## src/fault_status_pkg.sv

```systemverilog
/*
  constants shared by the controller fault status bank: register offsets,
  field positions, masks, reset values and interrupt bit positions.
  assumes a byte-wide register address with registers at their own offsets.
*/
package fault_status_pkg;
  // register port widths
  localparam int ADDR_W = 8;
  localparam int DATA_W = 32;

  // register offsets
  localparam logic [ADDR_W-1:0] FAULT_FLAGS_OFF = 8'he2;
  localparam logic [ADDR_W-1:0] ALGO_STATE_OFF = 8'he4;
  localparam logic [ADDR_W-1:0] MOTOR_VALUES_OFF = 8'he6;
  localparam logic [ADDR_W-1:0] MEASURE_STATE_OFF = 8'he8;
  localparam logic [ADDR_W-1:0] IRQ_STATUS_OFF = 8'hf0;
  localparam logic [ADDR_W-1:0] IRQ_CLEAR_OFF = 8'hf1;
  localparam logic [ADDR_W-1:0] IRQ_ENABLE_OFF = 8'hf2;
  localparam logic [ADDR_W-1:0] FAULT_CTRL_OFF = 8'hf3;

  // value of every register after reset
  localparam logic [DATA_W-1:0] REG_RESET = 32'h0000_0000;

  // fault flag bit positions
  localparam int SUMMARY_BIT = 31;
  localparam int OVERTEMP_BIT = 30;
  localparam int PROBE_FREQ_BIT = 29;
  localparam int PROBE_T1_BIT = 28;
  localparam int PROBE_T2_BIT = 27;
  localparam int BUS_LIMIT_BIT = 26;
  localparam int WINDING_BIT = 25;
  localparam int BACKEMF_MEAS_BIT = 24;
  localparam int RATE_LOCK_BIT = 23;
  localparam int BACKEMF_LOCK_BIT = 22;
  localparam int ABSENT_BIT = 21;
  localparam int ANY_LOCK_BIT = 20;
  localparam int LOCK_CURRENT_BIT = 19;
  localparam int HW_LOCK_BIT = 18;
  localparam int SUPPLY_LOW_BIT = 17;
  localparam int SUPPLY_HIGH_BIT = 16;
  localparam int SPEED_SAT_BIT = 15;
  localparam int CURRENT_SAT_BIT = 14;
  localparam int WATCHDOG_BIT = 3;
  localparam int SELFTEST_EN_BIT = 2;
  localparam int SELFTEST_RES_BIT = 1;
  localparam int APP_RESET_BIT = 0;

  // latched flags, flags feeding the summary, and live levels
  localparam logic [DATA_W-1:0] STICKY_MASK = 32'h7bff_0008;
  localparam logic [DATA_W-1:0] SUMMARY_MASK = 32'h7fff_c008;
  localparam logic [DATA_W-1:0] LIVE_MASK = 32'h0400_c007;

  // system status field positions and widths
  localparam int VOLT_MAG_LSB = 16;
  localparam int VOLT_MAG_W = 16;
  localparam int DUTY_LSB = 4;
  localparam int DUTY_W = 12;
  localparam int INIT_DONE_BIT = 3;
  localparam int SYS_ENABLE_BIT = 2;
  localparam int MOTOR_R_LSB = 24;
  localparam int BEMF_CONST_LSB = 16;
  localparam int MOTOR_L_LSB = 8;
  localparam int MOTOR_W = 8;
  localparam int MEAS_STAT_LSB = 28;
  localparam int MEAS_STAT_W = 4;
  localparam int PWM_FREQ_LSB = 24;
  localparam int PWM_FREQ_W = 4;

  // interrupt and control bits
  localparam int IRQ_W = 4;
  localparam int IRQ_FAULT_BIT = 0;
  localparam int IRQ_WATCHDOG_BIT = 1;
  localparam int IRQ_INIT_BIT = 2;
  localparam int IRQ_MEAS_BIT = 3;
  localparam int FAULT_CLEAR_BIT = 0;
  localparam int PIN_SYNC_W = 3;
endpackage : fault_status_pkg

```

## src/bit_sync.sv

```systemverilog
/*
  two-stage synchroniser, one chain per bit.
  assumes inputs are asynchronous levels; first stage feeds only the second.
*/
module bit_sync #(
  parameter int WIDTH = 3
) (
  input wire logic mclk_i,
  input wire logic rstn_i,
  input wire logic ce_i,
  input wire logic [WIDTH-1:0] async_i,
  output logic [WIDTH-1:0] sync_o
);
  // one two-flop chain per bit
  for (genvar g = 0; g < WIDTH; g++) begin : g_chain
    logic meta_q;
    logic stable_q;
    always_ff @(posedge mclk_i or negedge rstn_i) begin
      if (!rstn_i) begin
        meta_q <= 1'b0;
        stable_q <= 1'b0;
      end else if (ce_i) begin
        meta_q <= async_i[g];
        stable_q <= meta_q;
      end
    end
    assign sync_o[g] = stable_q;
  end
endmodule : bit_sync

```

## src/irq_bank.sv

```systemverilog
/*
  sticky interrupt status with write-one-to-clear and an enable register.
  assumes events are single-clock pulses from the same clock domain.
*/
module irq_bank #(
  parameter int WIDTH = 4
) (
  input wire logic mclk_i,
  input wire logic rstn_i,
  input wire logic ce_i,
  input wire logic [WIDTH-1:0] event_i,
  input wire logic clear_we_i,
  input wire logic enable_we_i,
  input wire logic [WIDTH-1:0] wdata_i,
  output logic [WIDTH-1:0] status_o,
  output logic [WIDTH-1:0] enable_o,
  output logic irq_o
);
  logic [WIDTH-1:0] status_q;
  logic [WIDTH-1:0] enable_q;

  // sticky status, a new event wins over a clear in the same cycle
  always_ff @(posedge mclk_i or negedge rstn_i) begin
    if (!rstn_i) begin
      status_q <= '0;
    end else if (ce_i) begin
      status_q <= (status_q & ~(clear_we_i ? wdata_i : '0)) | event_i;
    end
  end

  // interrupt enable register
  always_ff @(posedge mclk_i or negedge rstn_i) begin
    if (!rstn_i) begin
      enable_q <= '0;
    end else if (ce_i && enable_we_i) begin
      enable_q <= wdata_i;
    end
  end

  // level interrupt while an enabled bit is pending
  assign irq_o = |(status_q & enable_q);
  assign status_o = status_q;
  assign enable_o = enable_q;
endmodule : irq_bank

```

## src/controller_fault_status_bank.sv

```systemverilog
/*
  controller fault status bank: the controller fault flags register, the
  three system status registers, interrupt status/clear/enable and a fault
  control register, all behind a simple address/strobe register port.
  assumes fault and status inputs come from logic on mclk_i, except the
  hardware lock current and supply comparator levels, which arrive from pins.
  // Overview of operation
  // (RL1) fault flags register at its own offset, read-only, zero after reset
  // (RL2) top bit is the OR of all individual controller fault flags
  // (RL3) bit 30 flags engine overtemperature
  // (RL4) bits 29..27 flag rotor probe frequency, first and second timing errors
  // (RL5) bit 26 shows whether the supply bus current limit is active now
  // (RL6) bit 25 winding measure error, bit 24 back-EMF measure error
  // (RL7) bits 23..21 rate lock, back-EMF lock, motor absent; bit 20 any lock
  // (RL8) bit 19 lock current error, bit 18 hardware lock current error
  // (RL9) bit 17 motor supply low, bit 16 motor supply high
  // (RL10) bit 15 speed loop saturation, bit 14 current loop saturation
  // (RL11) bit 3 flags a watchdog fault
  // (RL12) three system status registers at their offsets, reset to zero
  // (RL13) host never writes offsets that the map does not list
  // (RL14) bits 13..4 read zero; bits 2..0 self-test and application reset
*/
module controller_fault_status_bank (
  input wire logic mclk_i,
  input wire logic rstn_i,
  input wire logic ce_i,
  // register port
  input wire logic [fault_status_pkg::ADDR_W-1:0] addr_i,
  input wire logic [fault_status_pkg::DATA_W-1:0] wdata_i,
  input wire logic wr_i,
  input wire logic rd_i,
  output logic [fault_status_pkg::DATA_W-1:0] rdata_o,
  output logic irq_o,
  // fault levels from the control engine
  input wire logic engine_overtemp_flag_i,
  input wire logic rotor_probe_freq_error_i,
  input wire logic rotor_probe_timing1_error_i,
  input wire logic rotor_probe_timing2_error_i,
  input wire logic bus_current_limit_active_i,
  input wire logic winding_measure_error_i,
  input wire logic backemf_measure_error_i,
  input wire logic abnormal_rate_lock_i,
  input wire logic abnormal_backemf_lock_i,
  input wire logic motor_absent_error_i,
  input wire logic lock_current_error_i,
  input wire logic speed_loop_saturated_i,
  input wire logic current_loop_saturated_i,
  input wire logic watchdog_error_i,
  input wire logic selftest_enabled_i,
  input wire logic selftest_result_i,
  input wire logic app_reset_seen_i,
  // comparator levels from pins
  input wire logic hardware_lock_current_error_i,
  input wire logic motor_supply_low_error_i,
  input wire logic motor_supply_high_error_i,
  // system status values
  input wire logic [fault_status_pkg::VOLT_MAG_W-1:0] volt_magnitude_i,
  input wire logic [fault_status_pkg::DUTY_W-1:0] duty_command_i,
  input wire logic init_done_i,
  input wire logic system_enabled_i,
  input wire logic [fault_status_pkg::MOTOR_W-1:0] winding_resistance_i,
  input wire logic [fault_status_pkg::MOTOR_W-1:0] backemf_constant_i,
  input wire logic [fault_status_pkg::MOTOR_W-1:0] winding_inductance_i,
  input wire logic [fault_status_pkg::MEAS_STAT_W-1:0] measure_status_i,
  input wire logic [fault_status_pkg::PWM_FREQ_W-1:0] measure_pwm_freq_i
);
  import fault_status_pkg::*;

  logic [PIN_SYNC_W-1:0] pin_async;
  logic [PIN_SYNC_W-1:0] pin_sync;
  logic hw_lock_s;
  logic supply_low_s;
  logic supply_high_s;
  logic any_lock;
  logic [DATA_W-1:0] fault_raw;
  logic [DATA_W-1:0] fault_d;
  logic [DATA_W-1:0] fault_q;
  logic fault_clear;
  logic [DATA_W-1:0] algo_d;
  logic [DATA_W-1:0] algo_q;
  logic [DATA_W-1:0] motor_d;
  logic [DATA_W-1:0] motor_q;
  logic [DATA_W-1:0] meas_d;
  logic [DATA_W-1:0] meas_q;
  logic [IRQ_W-1:0] irq_event;
  logic [IRQ_W-1:0] irq_status;
  logic [IRQ_W-1:0] irq_enable;
  logic irq_clear_we;
  logic irq_enable_we;
  logic [DATA_W-1:0] rdata_d;
  logic [DATA_W-1:0] rdata_q;

  // comparator levels cross into the clock domain first
  assign pin_async = {hardware_lock_current_error_i, motor_supply_low_error_i, motor_supply_high_error_i};

  bit_sync #(
    .WIDTH(PIN_SYNC_W)
  ) u_pin_sync (
    .mclk_i(mclk_i),
    .rstn_i(rstn_i),
    .ce_i(ce_i),
    .async_i(pin_async),
    .sync_o(pin_sync)
  );

  assign hw_lock_s = pin_sync[2];
  assign supply_low_s = pin_sync[1];
  assign supply_high_s = pin_sync[0];

  // any of the five lock kinds raises the common lock flag
  assign any_lock = abnormal_rate_lock_i | abnormal_backemf_lock_i | motor_absent_error_i
                    | lock_current_error_i | hw_lock_s; // [RL7]

  // raw flag vector, reserved positions stay zero
  always_comb begin
    fault_raw = REG_RESET; // [RL14]
    fault_raw[OVERTEMP_BIT] = engine_overtemp_flag_i; // [RL3]
    fault_raw[PROBE_FREQ_BIT] = rotor_probe_freq_error_i; // [RL4]
    fault_raw[PROBE_T1_BIT] = rotor_probe_timing1_error_i; // [RL4]
    fault_raw[PROBE_T2_BIT] = rotor_probe_timing2_error_i; // [RL4]
    fault_raw[BUS_LIMIT_BIT] = bus_current_limit_active_i; // [RL5]
    fault_raw[WINDING_BIT] = winding_measure_error_i; // [RL6]
    fault_raw[BACKEMF_MEAS_BIT] = backemf_measure_error_i; // [RL6]
    fault_raw[RATE_LOCK_BIT] = abnormal_rate_lock_i; // [RL7]
    fault_raw[BACKEMF_LOCK_BIT] = abnormal_backemf_lock_i; // [RL7]
    fault_raw[ABSENT_BIT] = motor_absent_error_i; // [RL7]
    fault_raw[ANY_LOCK_BIT] = any_lock; // [RL7]
    fault_raw[LOCK_CURRENT_BIT] = lock_current_error_i; // [RL8]
    fault_raw[HW_LOCK_BIT] = hw_lock_s; // [RL8]
    fault_raw[SUPPLY_LOW_BIT] = supply_low_s; // [RL9]
    fault_raw[SUPPLY_HIGH_BIT] = supply_high_s; // [RL9]
    fault_raw[SPEED_SAT_BIT] = speed_loop_saturated_i; // [RL10]
    fault_raw[CURRENT_SAT_BIT] = current_loop_saturated_i; // [RL10]
    fault_raw[WATCHDOG_BIT] = watchdog_error_i; // [RL11]
    fault_raw[SELFTEST_EN_BIT] = selftest_enabled_i; // [RL14]
    fault_raw[SELFTEST_RES_BIT] = selftest_result_i; // [RL14]
    fault_raw[APP_RESET_BIT] = app_reset_seen_i; // [RL14]
  end

  // fault writes clear the latched flags; a standing fault sets again at once
  assign fault_clear = wr_i && (addr_i == FAULT_CTRL_OFF) && wdata_i[FAULT_CLEAR_BIT];

  // latched faults hold, live levels follow, summary covers all fault flags
  always_comb begin
    fault_d = (STICKY_MASK & ((fault_q & ~(fault_clear ? STICKY_MASK : REG_RESET)) | fault_raw))
              | (LIVE_MASK & fault_raw); // [RL5] [RL10] [RL14]
    fault_d[SUMMARY_BIT] = |(fault_d & SUMMARY_MASK); // [RL2]
  end

  // fault flags register, read-only to software
  always_ff @(posedge mclk_i or negedge rstn_i) begin
    if (!rstn_i) begin
      fault_q <= REG_RESET; // [RL1]
    end else if (ce_i) begin
      fault_q <= fault_d; // [RL1]
    end
  end

  // system status snapshots, reserved bits zero
  always_comb begin
    algo_d = REG_RESET;
    algo_d[VOLT_MAG_LSB +: VOLT_MAG_W] = volt_magnitude_i;
    algo_d[DUTY_LSB +: DUTY_W] = duty_command_i;
    algo_d[INIT_DONE_BIT] = init_done_i;
    algo_d[SYS_ENABLE_BIT] = system_enabled_i;
    motor_d = REG_RESET;
    motor_d[MOTOR_R_LSB +: MOTOR_W] = winding_resistance_i;
    motor_d[BEMF_CONST_LSB +: MOTOR_W] = backemf_constant_i;
    motor_d[MOTOR_L_LSB +: MOTOR_W] = winding_inductance_i;
    meas_d = REG_RESET;
    meas_d[MEAS_STAT_LSB +: MEAS_STAT_W] = measure_status_i;
    meas_d[PWM_FREQ_LSB +: PWM_FREQ_W] = measure_pwm_freq_i;
  end

  // system status registers
  always_ff @(posedge mclk_i or negedge rstn_i) begin
    if (!rstn_i) begin
      algo_q <= REG_RESET; // [RL12]
      motor_q <= REG_RESET; // [RL12]
      meas_q <= REG_RESET; // [RL12]
    end else if (ce_i) begin
      algo_q <= algo_d;
      motor_q <= motor_d;
      meas_q <= meas_d;
    end
  end

  // interrupt events: new latched fault, watchdog rise, init done, measure done
  always_comb begin
    irq_event = '0;
    irq_event[IRQ_FAULT_BIT] = |(STICKY_MASK & fault_d & ~fault_q);
    irq_event[IRQ_WATCHDOG_BIT] = fault_d[WATCHDOG_BIT] & ~fault_q[WATCHDOG_BIT];
    irq_event[IRQ_INIT_BIT] = algo_d[INIT_DONE_BIT] & ~algo_q[INIT_DONE_BIT];
    irq_event[IRQ_MEAS_BIT] = |(meas_d[MEAS_STAT_LSB +: MEAS_STAT_W] & ~meas_q[MEAS_STAT_LSB +: MEAS_STAT_W]);
  end

  // interrupt register strobes
  assign irq_clear_we = wr_i && (addr_i == IRQ_CLEAR_OFF);
  assign irq_enable_we = wr_i && (addr_i == IRQ_ENABLE_OFF);

  irq_bank #(
    .WIDTH(IRQ_W)
  ) u_irq (
    .mclk_i(mclk_i),
    .rstn_i(rstn_i),
    .ce_i(ce_i),
    .event_i(irq_event),
    .clear_we_i(irq_clear_we),
    .enable_we_i(irq_enable_we),
    .wdata_i(wdata_i[IRQ_W-1:0]),
    .status_o(irq_status),
    .enable_o(irq_enable),
    .irq_o(irq_o)
  );

  // read decode; write-only, unlisted and unmapped offsets read zero
  always_comb begin
    rdata_d = REG_RESET;
    if (rd_i) begin
      case (addr_i)
        FAULT_FLAGS_OFF: begin
          rdata_d = fault_q; // [RL1]
        end
        ALGO_STATE_OFF: begin
          rdata_d = algo_q; // [RL12]
        end
        MOTOR_VALUES_OFF: begin
          rdata_d = motor_q; // [RL12]
        end
        MEASURE_STATE_OFF: begin
          rdata_d = meas_q; // [RL12]
        end
        IRQ_STATUS_OFF: begin
          rdata_d[IRQ_W-1:0] = irq_status;
        end
        IRQ_ENABLE_OFF: begin
          rdata_d[IRQ_W-1:0] = irq_enable;
        end
        default: begin
          rdata_d = REG_RESET; // [RL13]
        end
      endcase
    end
  end

  // read data stand only in the cycle after the strobe
  always_ff @(posedge mclk_i or negedge rstn_i) begin
    if (!rstn_i) begin
      rdata_q <= REG_RESET;
    end else if (ce_i) begin
      rdata_q <= rdata_d;
    end
  end

  assign rdata_o = rdata_q;
endmodule : controller_fault_status_bank

```

## config.mk

```make
export PLATFORM = sky130hd
export DESIGN_NAME = controller_fault_status_bank
export DESIGN_NICKNAME = d
export VERILOG_FILES = /design/src/fault_status_pkg.sv /design/src/bit_sync.sv /design/src/irq_bank.sv /design/src/controller_fault_status_bank.sv
export SDC_FILE = /design/constraint.sdc
export NUM_CORES = 1
export LEC_CHECK = 0
export BUFFER_PORTS_ARGS = -buffer_cell sky130_fd_sc_hd__clkbuf_2
export CAP_MARGIN = 5
export CORE_ASPECT_RATIO = 1.75
export CORE_MARGIN = 2
export CORE_UTILIZATION = 50
export DETAILED_ROUTE_END_ITERATION = 10
export GPL_TIMING_DRIVEN = 0
export PLACE_DENSITY = 0.85
export REMOVE_ABC_BUFFERS = 1
export SLEW_MARGIN = 20
export SYNTH_ARGS = -nofsm -noshare
export SYNTH_HDL_FRONTEND = slang
export SYNTH_SLANG_ARGS = --single-unit
```

## constraint.sdc

```tcl
create_clock -name mclk_i -period 2.37 [get_ports mclk_i]
set_clock_uncertainty 0.1 [all_clocks]
set_input_delay 0.237 -clock mclk_i [delete_from_list [all_inputs] [get_ports mclk_i]]
set_output_delay 0.237 -clock mclk_i [all_outputs]
set_load 0.005 [all_outputs]
```

# Yosys cells after proc, flatten, opt, wreduce, memory -nomap -nowiden
# Cells that the tools add are included.
classes:
  n_addsub: 0
  n_mul: 0
  n_shift: 0
  n_lt_le_gt_ge: 0
  n_mux: 5
  reduce_logical: 9
  bitwise: 20
  n_div: 0
  n_eq_ne: 8
ops:
  columns: ["operator", "count"]
  rows:
  - ["28-bit case mux with 4 select lines", 1]
  - ["8-bit == test, second input constant", 8]
  - ["31-bit by 32-bit AND with 32-bit output", 1]
  - ["32-bit two-way mux", 1]
  - ["32-bit inverter", 1]
  - ["32-bit OR reduction", 1]
  - ["31-bit AND", 1]
  - ["31-bit two-way mux", 1]
  - ["31-bit inverter", 1]
  - ["31-bit by 27-bit OR with 31-bit output", 1]
  - ["31-bit OR", 1]
  - ["18-bit OR reduction", 1]
  - ["4-bit case mux with 4 select lines", 1]
  - ["4-bit AND", 3]
  - ["4-bit inverter", 2]
  - ["4-bit OR reduction", 2]
  - ["1-bit logical AND", 5]
  - ["4-bit two-way mux", 1]
  - ["1-bit OR", 4]
  - ["4-bit OR", 1]
  - ["1-bit AND", 2]
  - ["1-bit inverter", 2]
totals:
  input_bits: 127
  mem_count: 0
  elab_cells: 55
  mem_bits_ro: 0
  mem_bits_rw: 0
  out_inout_bits: 33
  ff_bits: 140
  latch_bits: 0

# Longest topological paths before layout
depth:
  ltp_word: 11
  depth_mapped: 7
  depth_no_buf: 5

# By module
# A second synthesis with hierarchy kept.
unflattened:
  cells_unflattened: 446
  hier_area_um2: 5823.1
modules_own_cells:
  columns: ["mod", "n_inst", "cells_per_inst", "area_each_um2"]
  rows:
  - ["controller_fault_status_bank", 1, 405, 5187.5]
  - ["irq_bank", 1, 25, 361.6]
  - ["bit_sync", 1, 16, 274.0]

# Worst setup path before layout
# Ideal clock, no wire load.
synth_path:
  path_kind: "input port to flip-flop"
  start: "input port addr_i[3] in the netlist's numbering"
  end: "register fault_q[22]"
  arrival_ps: 1450
  setup_time_ps: 121
  slack_ps: 699
  stages: 7
  path_buffers: 3
  path_cell_list: "buf_2 -> nor2_4 -> nand4_1 -> or3_1 -> buf_2 -> buf_6 -> a22o_1"
synth_via:
  elab_chain_len: 8
synth_rtl:
  columns: ["item", "line_no", "text"]
  rows:
  - ["start: declaration", "controller_fault_status_bank.sv:28", "input wire logic [fault_status_pkg::ADDR_W-1:0] addr_i,"]
  - ["8-bit == test", "controller_fault_status_bank.sv:141", "assign fault_clear = wr_i && (addr_i == FAULT_CTRL_OFF) && wdata_i[FAULT_CLEAR_BIT];"]
  - ["1-bit logical AND (2 in series)", "controller_fault_status_bank.sv:141", null]
  - ["31-bit two-way mux", "controller_fault_status_bank.sv:145", "fault_d = (STICKY_MASK & ((fault_q & ~(fault_clear ? STICKY_MASK : REG_RESET)) | fault_raw))"]
  - ["31-bit inverter", "controller_fault_status_bank.sv:145", null]
  - ["31-bit AND", "controller_fault_status_bank.sv:145", null]
  - ["31-bit OR", "controller_fault_status_bank.sv:145", null]
  - ["31-bit by 27-bit OR with 31-bit output", "controller_fault_status_bank.sv:146", "| (LIVE_MASK & fault_raw);"]
  - ["end signal: assignment", "controller_fault_status_bank.sv:155", "fault_q <= fault_d;"]
  - ["end: declaration", "controller_fault_status_bank.sv:77", "logic [DATA_W-1:0] fault_q;"]
# Every way passes these cells.
# A chain may end at the register's enable or synchronous reset.

# Worst setup path in the final report
layout_path:
  start: "input port addr_i[2] in the netlist's numbering"
  end: "register rdata_q[16], in the netlist rdata_o[16]"
layout_via:
  elab_chain_len: 3
layout_rtl:
  columns: ["item", "line_no", "text"]
  rows:
  - ["8-bit == test, on equally long branches", null, null]
  - ["28-bit case mux with 4 select lines (*)", "controller_fault_status_bank.sv:220", "case (addr_i)"]
  - ["32-bit two-way mux (*)", "controller_fault_status_bank.sv:219", "if (rd_i) begin"]
  - ["end signal: assignment", "controller_fault_status_bank.sv:251", "rdata_q <= rdata_d;"]
  - ["end: declaration", "controller_fault_status_bank.sv:91", "logic [DATA_W-1:0] rdata_q;"]
# Every way passes the cells marked *; elsewhere a longest branch is shown, timed or not.

==> summary.txt <==
Floorplan
  – Row Count: 52
  – Width of the die: 85.33 um
  – Die area: 12,480 um^2
  – Num ports: 160
  – Height of the die: 146.3 um
  – Starting Density: 0.5054
  – Core box area: 11,450 um^2

Worst hold path
  – HP Class: input port to register
  – Hold path start: lock_current_error_i

Logic synthesis
  – Register area share after synthesis: 0.5622
  – Number of synthesized register bits: 130
  – Synth Cell Area: 5787 um^2
  – Mean Syn Cell Area: 12.66 um^2
  – Post-synth EDFFs: 0
  – Most used DFF post-synth: dfrtp_1
  – Total number of yosys warnings: 0
  – Post-Synthesis Cells: 457
  – Synth cell types: 47
  – Ys async rst share: 1.000

Placement
  – Area after DPL: 6533 um^2
  – DP Wirelength: 10.21 mm
  – Gpl congestion: 0.8579
  – Number of I/O port buffers: 131

GRT
  – First-pass GRT wire length: 25.02 mm
  – Number of global-route vias before repair: 5,127
  – GRT overflow: 0
  – Total GRT Usage: 0.2578
  – Antenna violations before repair: 0
  – Largest net degree at the start of global routing: 110

Cells and area
  – Finished Cell Area: 7884 um^2
  – Share of layout cells above drive strength 1: 0.3851
  – P&R area growth vs syn: 36.24%
  – Area occupied by multi-input gates: 2321 um^2
  – Fin nets: 785
  – Sequential cell area: 3253 um^2
  – Filler cells: 779
  – Antenna diodes: 0

Timing
  – Worst Tran Pin Value: 0.9611 ns
  – Final min period: 1.991 ns
  – Setup-failing EPs final: 0
  – Fin crit share: 0.8399
  – Max transition margin: 0.3569
  – Final setup TNS: 0 ns
  – Final Hold Viols: 0
  – Unrepaired setup endpoints after global routing: false
  – Hold slack: 0.01071 ns
  – Final Slew Violations: 0
  – Max Fclk: 502.4 MHz

Worst setup path
  – Crit-path cells: clkbuf_2, nand2b_4, nor4b_4, buf_6, a22oi_1, o2bb2ai_2
  – Critical Setup Path Class: input port to register
  – CP bufs+invs: 2
  – Slowest cell delay on critical path: 0.74 ns
  – Top delay family on crit path: simple AND/OR/NAND/NOR gates
  – Setup crit start kind: input port
  – Worst path slowest cell: nor4b_4
  – Critical path arrival: 2.21 ns
  – Critical Path End Type: register
  – CP startpoint: addr_i[2]
  – Worst-path maximum fanout: 20
  – Worst r2r src: u_pin_sync.g_chain[0].stable_q
  – Crit path required time: 2.59 ns

Detailed routing
  – DR iter-0 viols: 280
  – Pre-antenna DRT Iters: 4
  – DR vias: 4,666
  – Drt drc: 0
  – Vias per cell: 5.796
  – Routed Antenna Nets: 0
  – WL/cell: 19.58 um
  – DRT Wirelength: 15.76 mm

Run status
  – Status: finished clean

Clock network
  – H-tree Lvls: 4
  – CTS tree: yes
  – Worst skew pair latency: 0.41 ns
  – CTS Buf Count: 17
  – Clk sinks: 130
  – Setup Buffers After CTS: 0
  – CTS Buffer Depth: 2
  – Root Buffer: clkbuf_16
  – CTS clk-pin slew, worst paths: 0.06 ns

Pwr
  – Worst vdd ir: 0.6575 mV
  – Leak: 0.003577 uW
  – Pwr Density: 696.3 nW/um^2

Job
  – Max-cap violations: 0
placed cells by master, fill, tap and decap left out, types with 2 or more instances in the layout:
cell type,synthesis,layout
a22oi_1,28,28
a221oi_1,4,4
clkinvlp_4,0,5
nand3_1,9,8
nand3b_1,2,2
a22o_1,18,18
clkbuf_2,0,129
mux2_2,79,79
nand2_1,21,21
a221o_1,5,5
o21ai_0,16,16
a21oi_1,2,2
clkbuf_8,0,7
xnor2_1,2,2
nor2_1,12,12
nor4_1,6,6
o2bb2ai_2,7,7
and4b_1,2,2
and3_1,2,2
and2_1,3,3
inv_1,22,21
clkinv_2,0,2
nand4_1,2,2
clkbuf_16,0,17
nor2b_1,2,2
o22ai_1,7,7
nor3_1,3,3
o2bb2ai_1,18,18
dlygate4sd3_1,0,77
mux2i_1,6,6
dfrtp_1,130,130
or4_1,2,2
and2_0,2,2
cell usage after synthesis (3+ instances only):
| cell type | instances | area share |
|---|---|---|
| a22oi_1 | 28 | 0.036 |
| nand3_1 | 9 | 0.0078 |
| nor2_1 | 12 | 0.0078 |
| buf_2 | 6 | 0.0052 |
| buf_6 | 3 | 0.0058 |
| o22ai_1 | 7 | 0.0076 |
| mux2_2 | 79 | 0.15 |
| nand2_1 | 21 | 0.014 |
| o21ai_0 | 16 | 0.014 |
| a221o_1 | 5 | 0.0086 |
| o2bb2ai_2 | 7 | 0.018 |
| a22o_1 | 18 | 0.027 |
| clkbuf_1 | 19 | 0.012 |
| nor3_1 | 3 | 0.0026 |
| a221oi_1 | 4 | 0.0061 |
| inv_1 | 22 | 0.014 |
| o2bb2ai_1 | 18 | 0.027 |
| and2_1 | 3 | 0.0032 |
| mux2i_1 | 6 | 0.010 |
| dfrtp_1 | 130 | 0.56 |
| nor4_1 | 6 | 0.0065 |
layer usage:
layer  global-route usage  part of all wire  vias up
met4               0.1286             0.037        0
met2               0.4547              0.54      176
li1                     -                 -     2117
met1               0.2921              0.38     2318
met5                    0                 0        -
met3              0.04975             0.042       55
path summary, 6_finish.rpt:
check / endpoint / slack [ns] / depth (start not counted)
max in group asynchronous: fault_q[31] / 1.18 / 3
max: rdata_o[16] / 0.38 / 6
min in group asynchronous: rdata_o[12] / 0.28 / 2
min reg2reg: rdata_o[22] / 0.39 / 1
max reg2reg: fault_q[31] / 0.79 / 3
min: fault_q[19] / 0.01 / 2
sequential cells by signal (all words and copies together), names as in the netlist:
register                     flops
u_irq.status_o                   4
u_pin_sync.g_chain.meta_q        3
fault_q                         22
rdata_o                         32
meas_q                           8
motor_q                         24
u_irq.enable_o                   4
algo_q                          30
u_pin_sync.g_chain.stable_q      3
cells by family (layout without fill, tap and decap cells):
family | Yosys count | after routing | share of synthesized area
flops | 130 | 130 | 0.5622
compound gates | 111 | 111 | 0.1548
xor+xnor | 2 | 2 | 0.003028
buf+inv | 50 | 263 | 0.03762
mux | 86 | 86 | 0.1661
simple gates | 78 | 78 | 0.07632
where the power goes:
part | leakage (uW) | switching (uW) | internal (uW)
logic | 0.00176 | 255 | 306
clock network | 0.000269 | 923 | 1570
registers | 0.00155 | 79.6 | 2360
timing repair:
item | 4_1_cts | 5_1_grt
endpoints found under the hold margin | 139 | 1
setup endpoints to repair | 0 | 2
hold buffers | 76 | 1
gates resized for setup | 0 | 1
cell type report:
cell class / instances / area share
tap: 135 / 0.02143
inverter: 22 / 0.01047
clock buffer: 23 / 0.06316
multi-input combinational: 277 / 0.2944
timing repair buffer: 210 / 0.1881
sequential: 130 / 0.4126
clock inverter: 8 / 0.009840
per-stage QoR:
| stage | power, uW | instances | setup slack [ns] | util |
|---|---|---|---|---|
| floorplan | 2661 | 429 | 0.7342 | - |
| global placement | 2891 | 695 | -1.921 | 0.5656 |
| detailed placement | 2923 | 697 | -0.1917 | 0.5705 |
| CTS | 5515 | 804 | 0.1821 | 0.6872 |
| global route | 5690 | 805 | 0.2589 | 0.6885 |
| finish | 5490 | 805 | 0.3795 | 0.6885 |
Note: power is estimated with default switching activity, not from simulation.
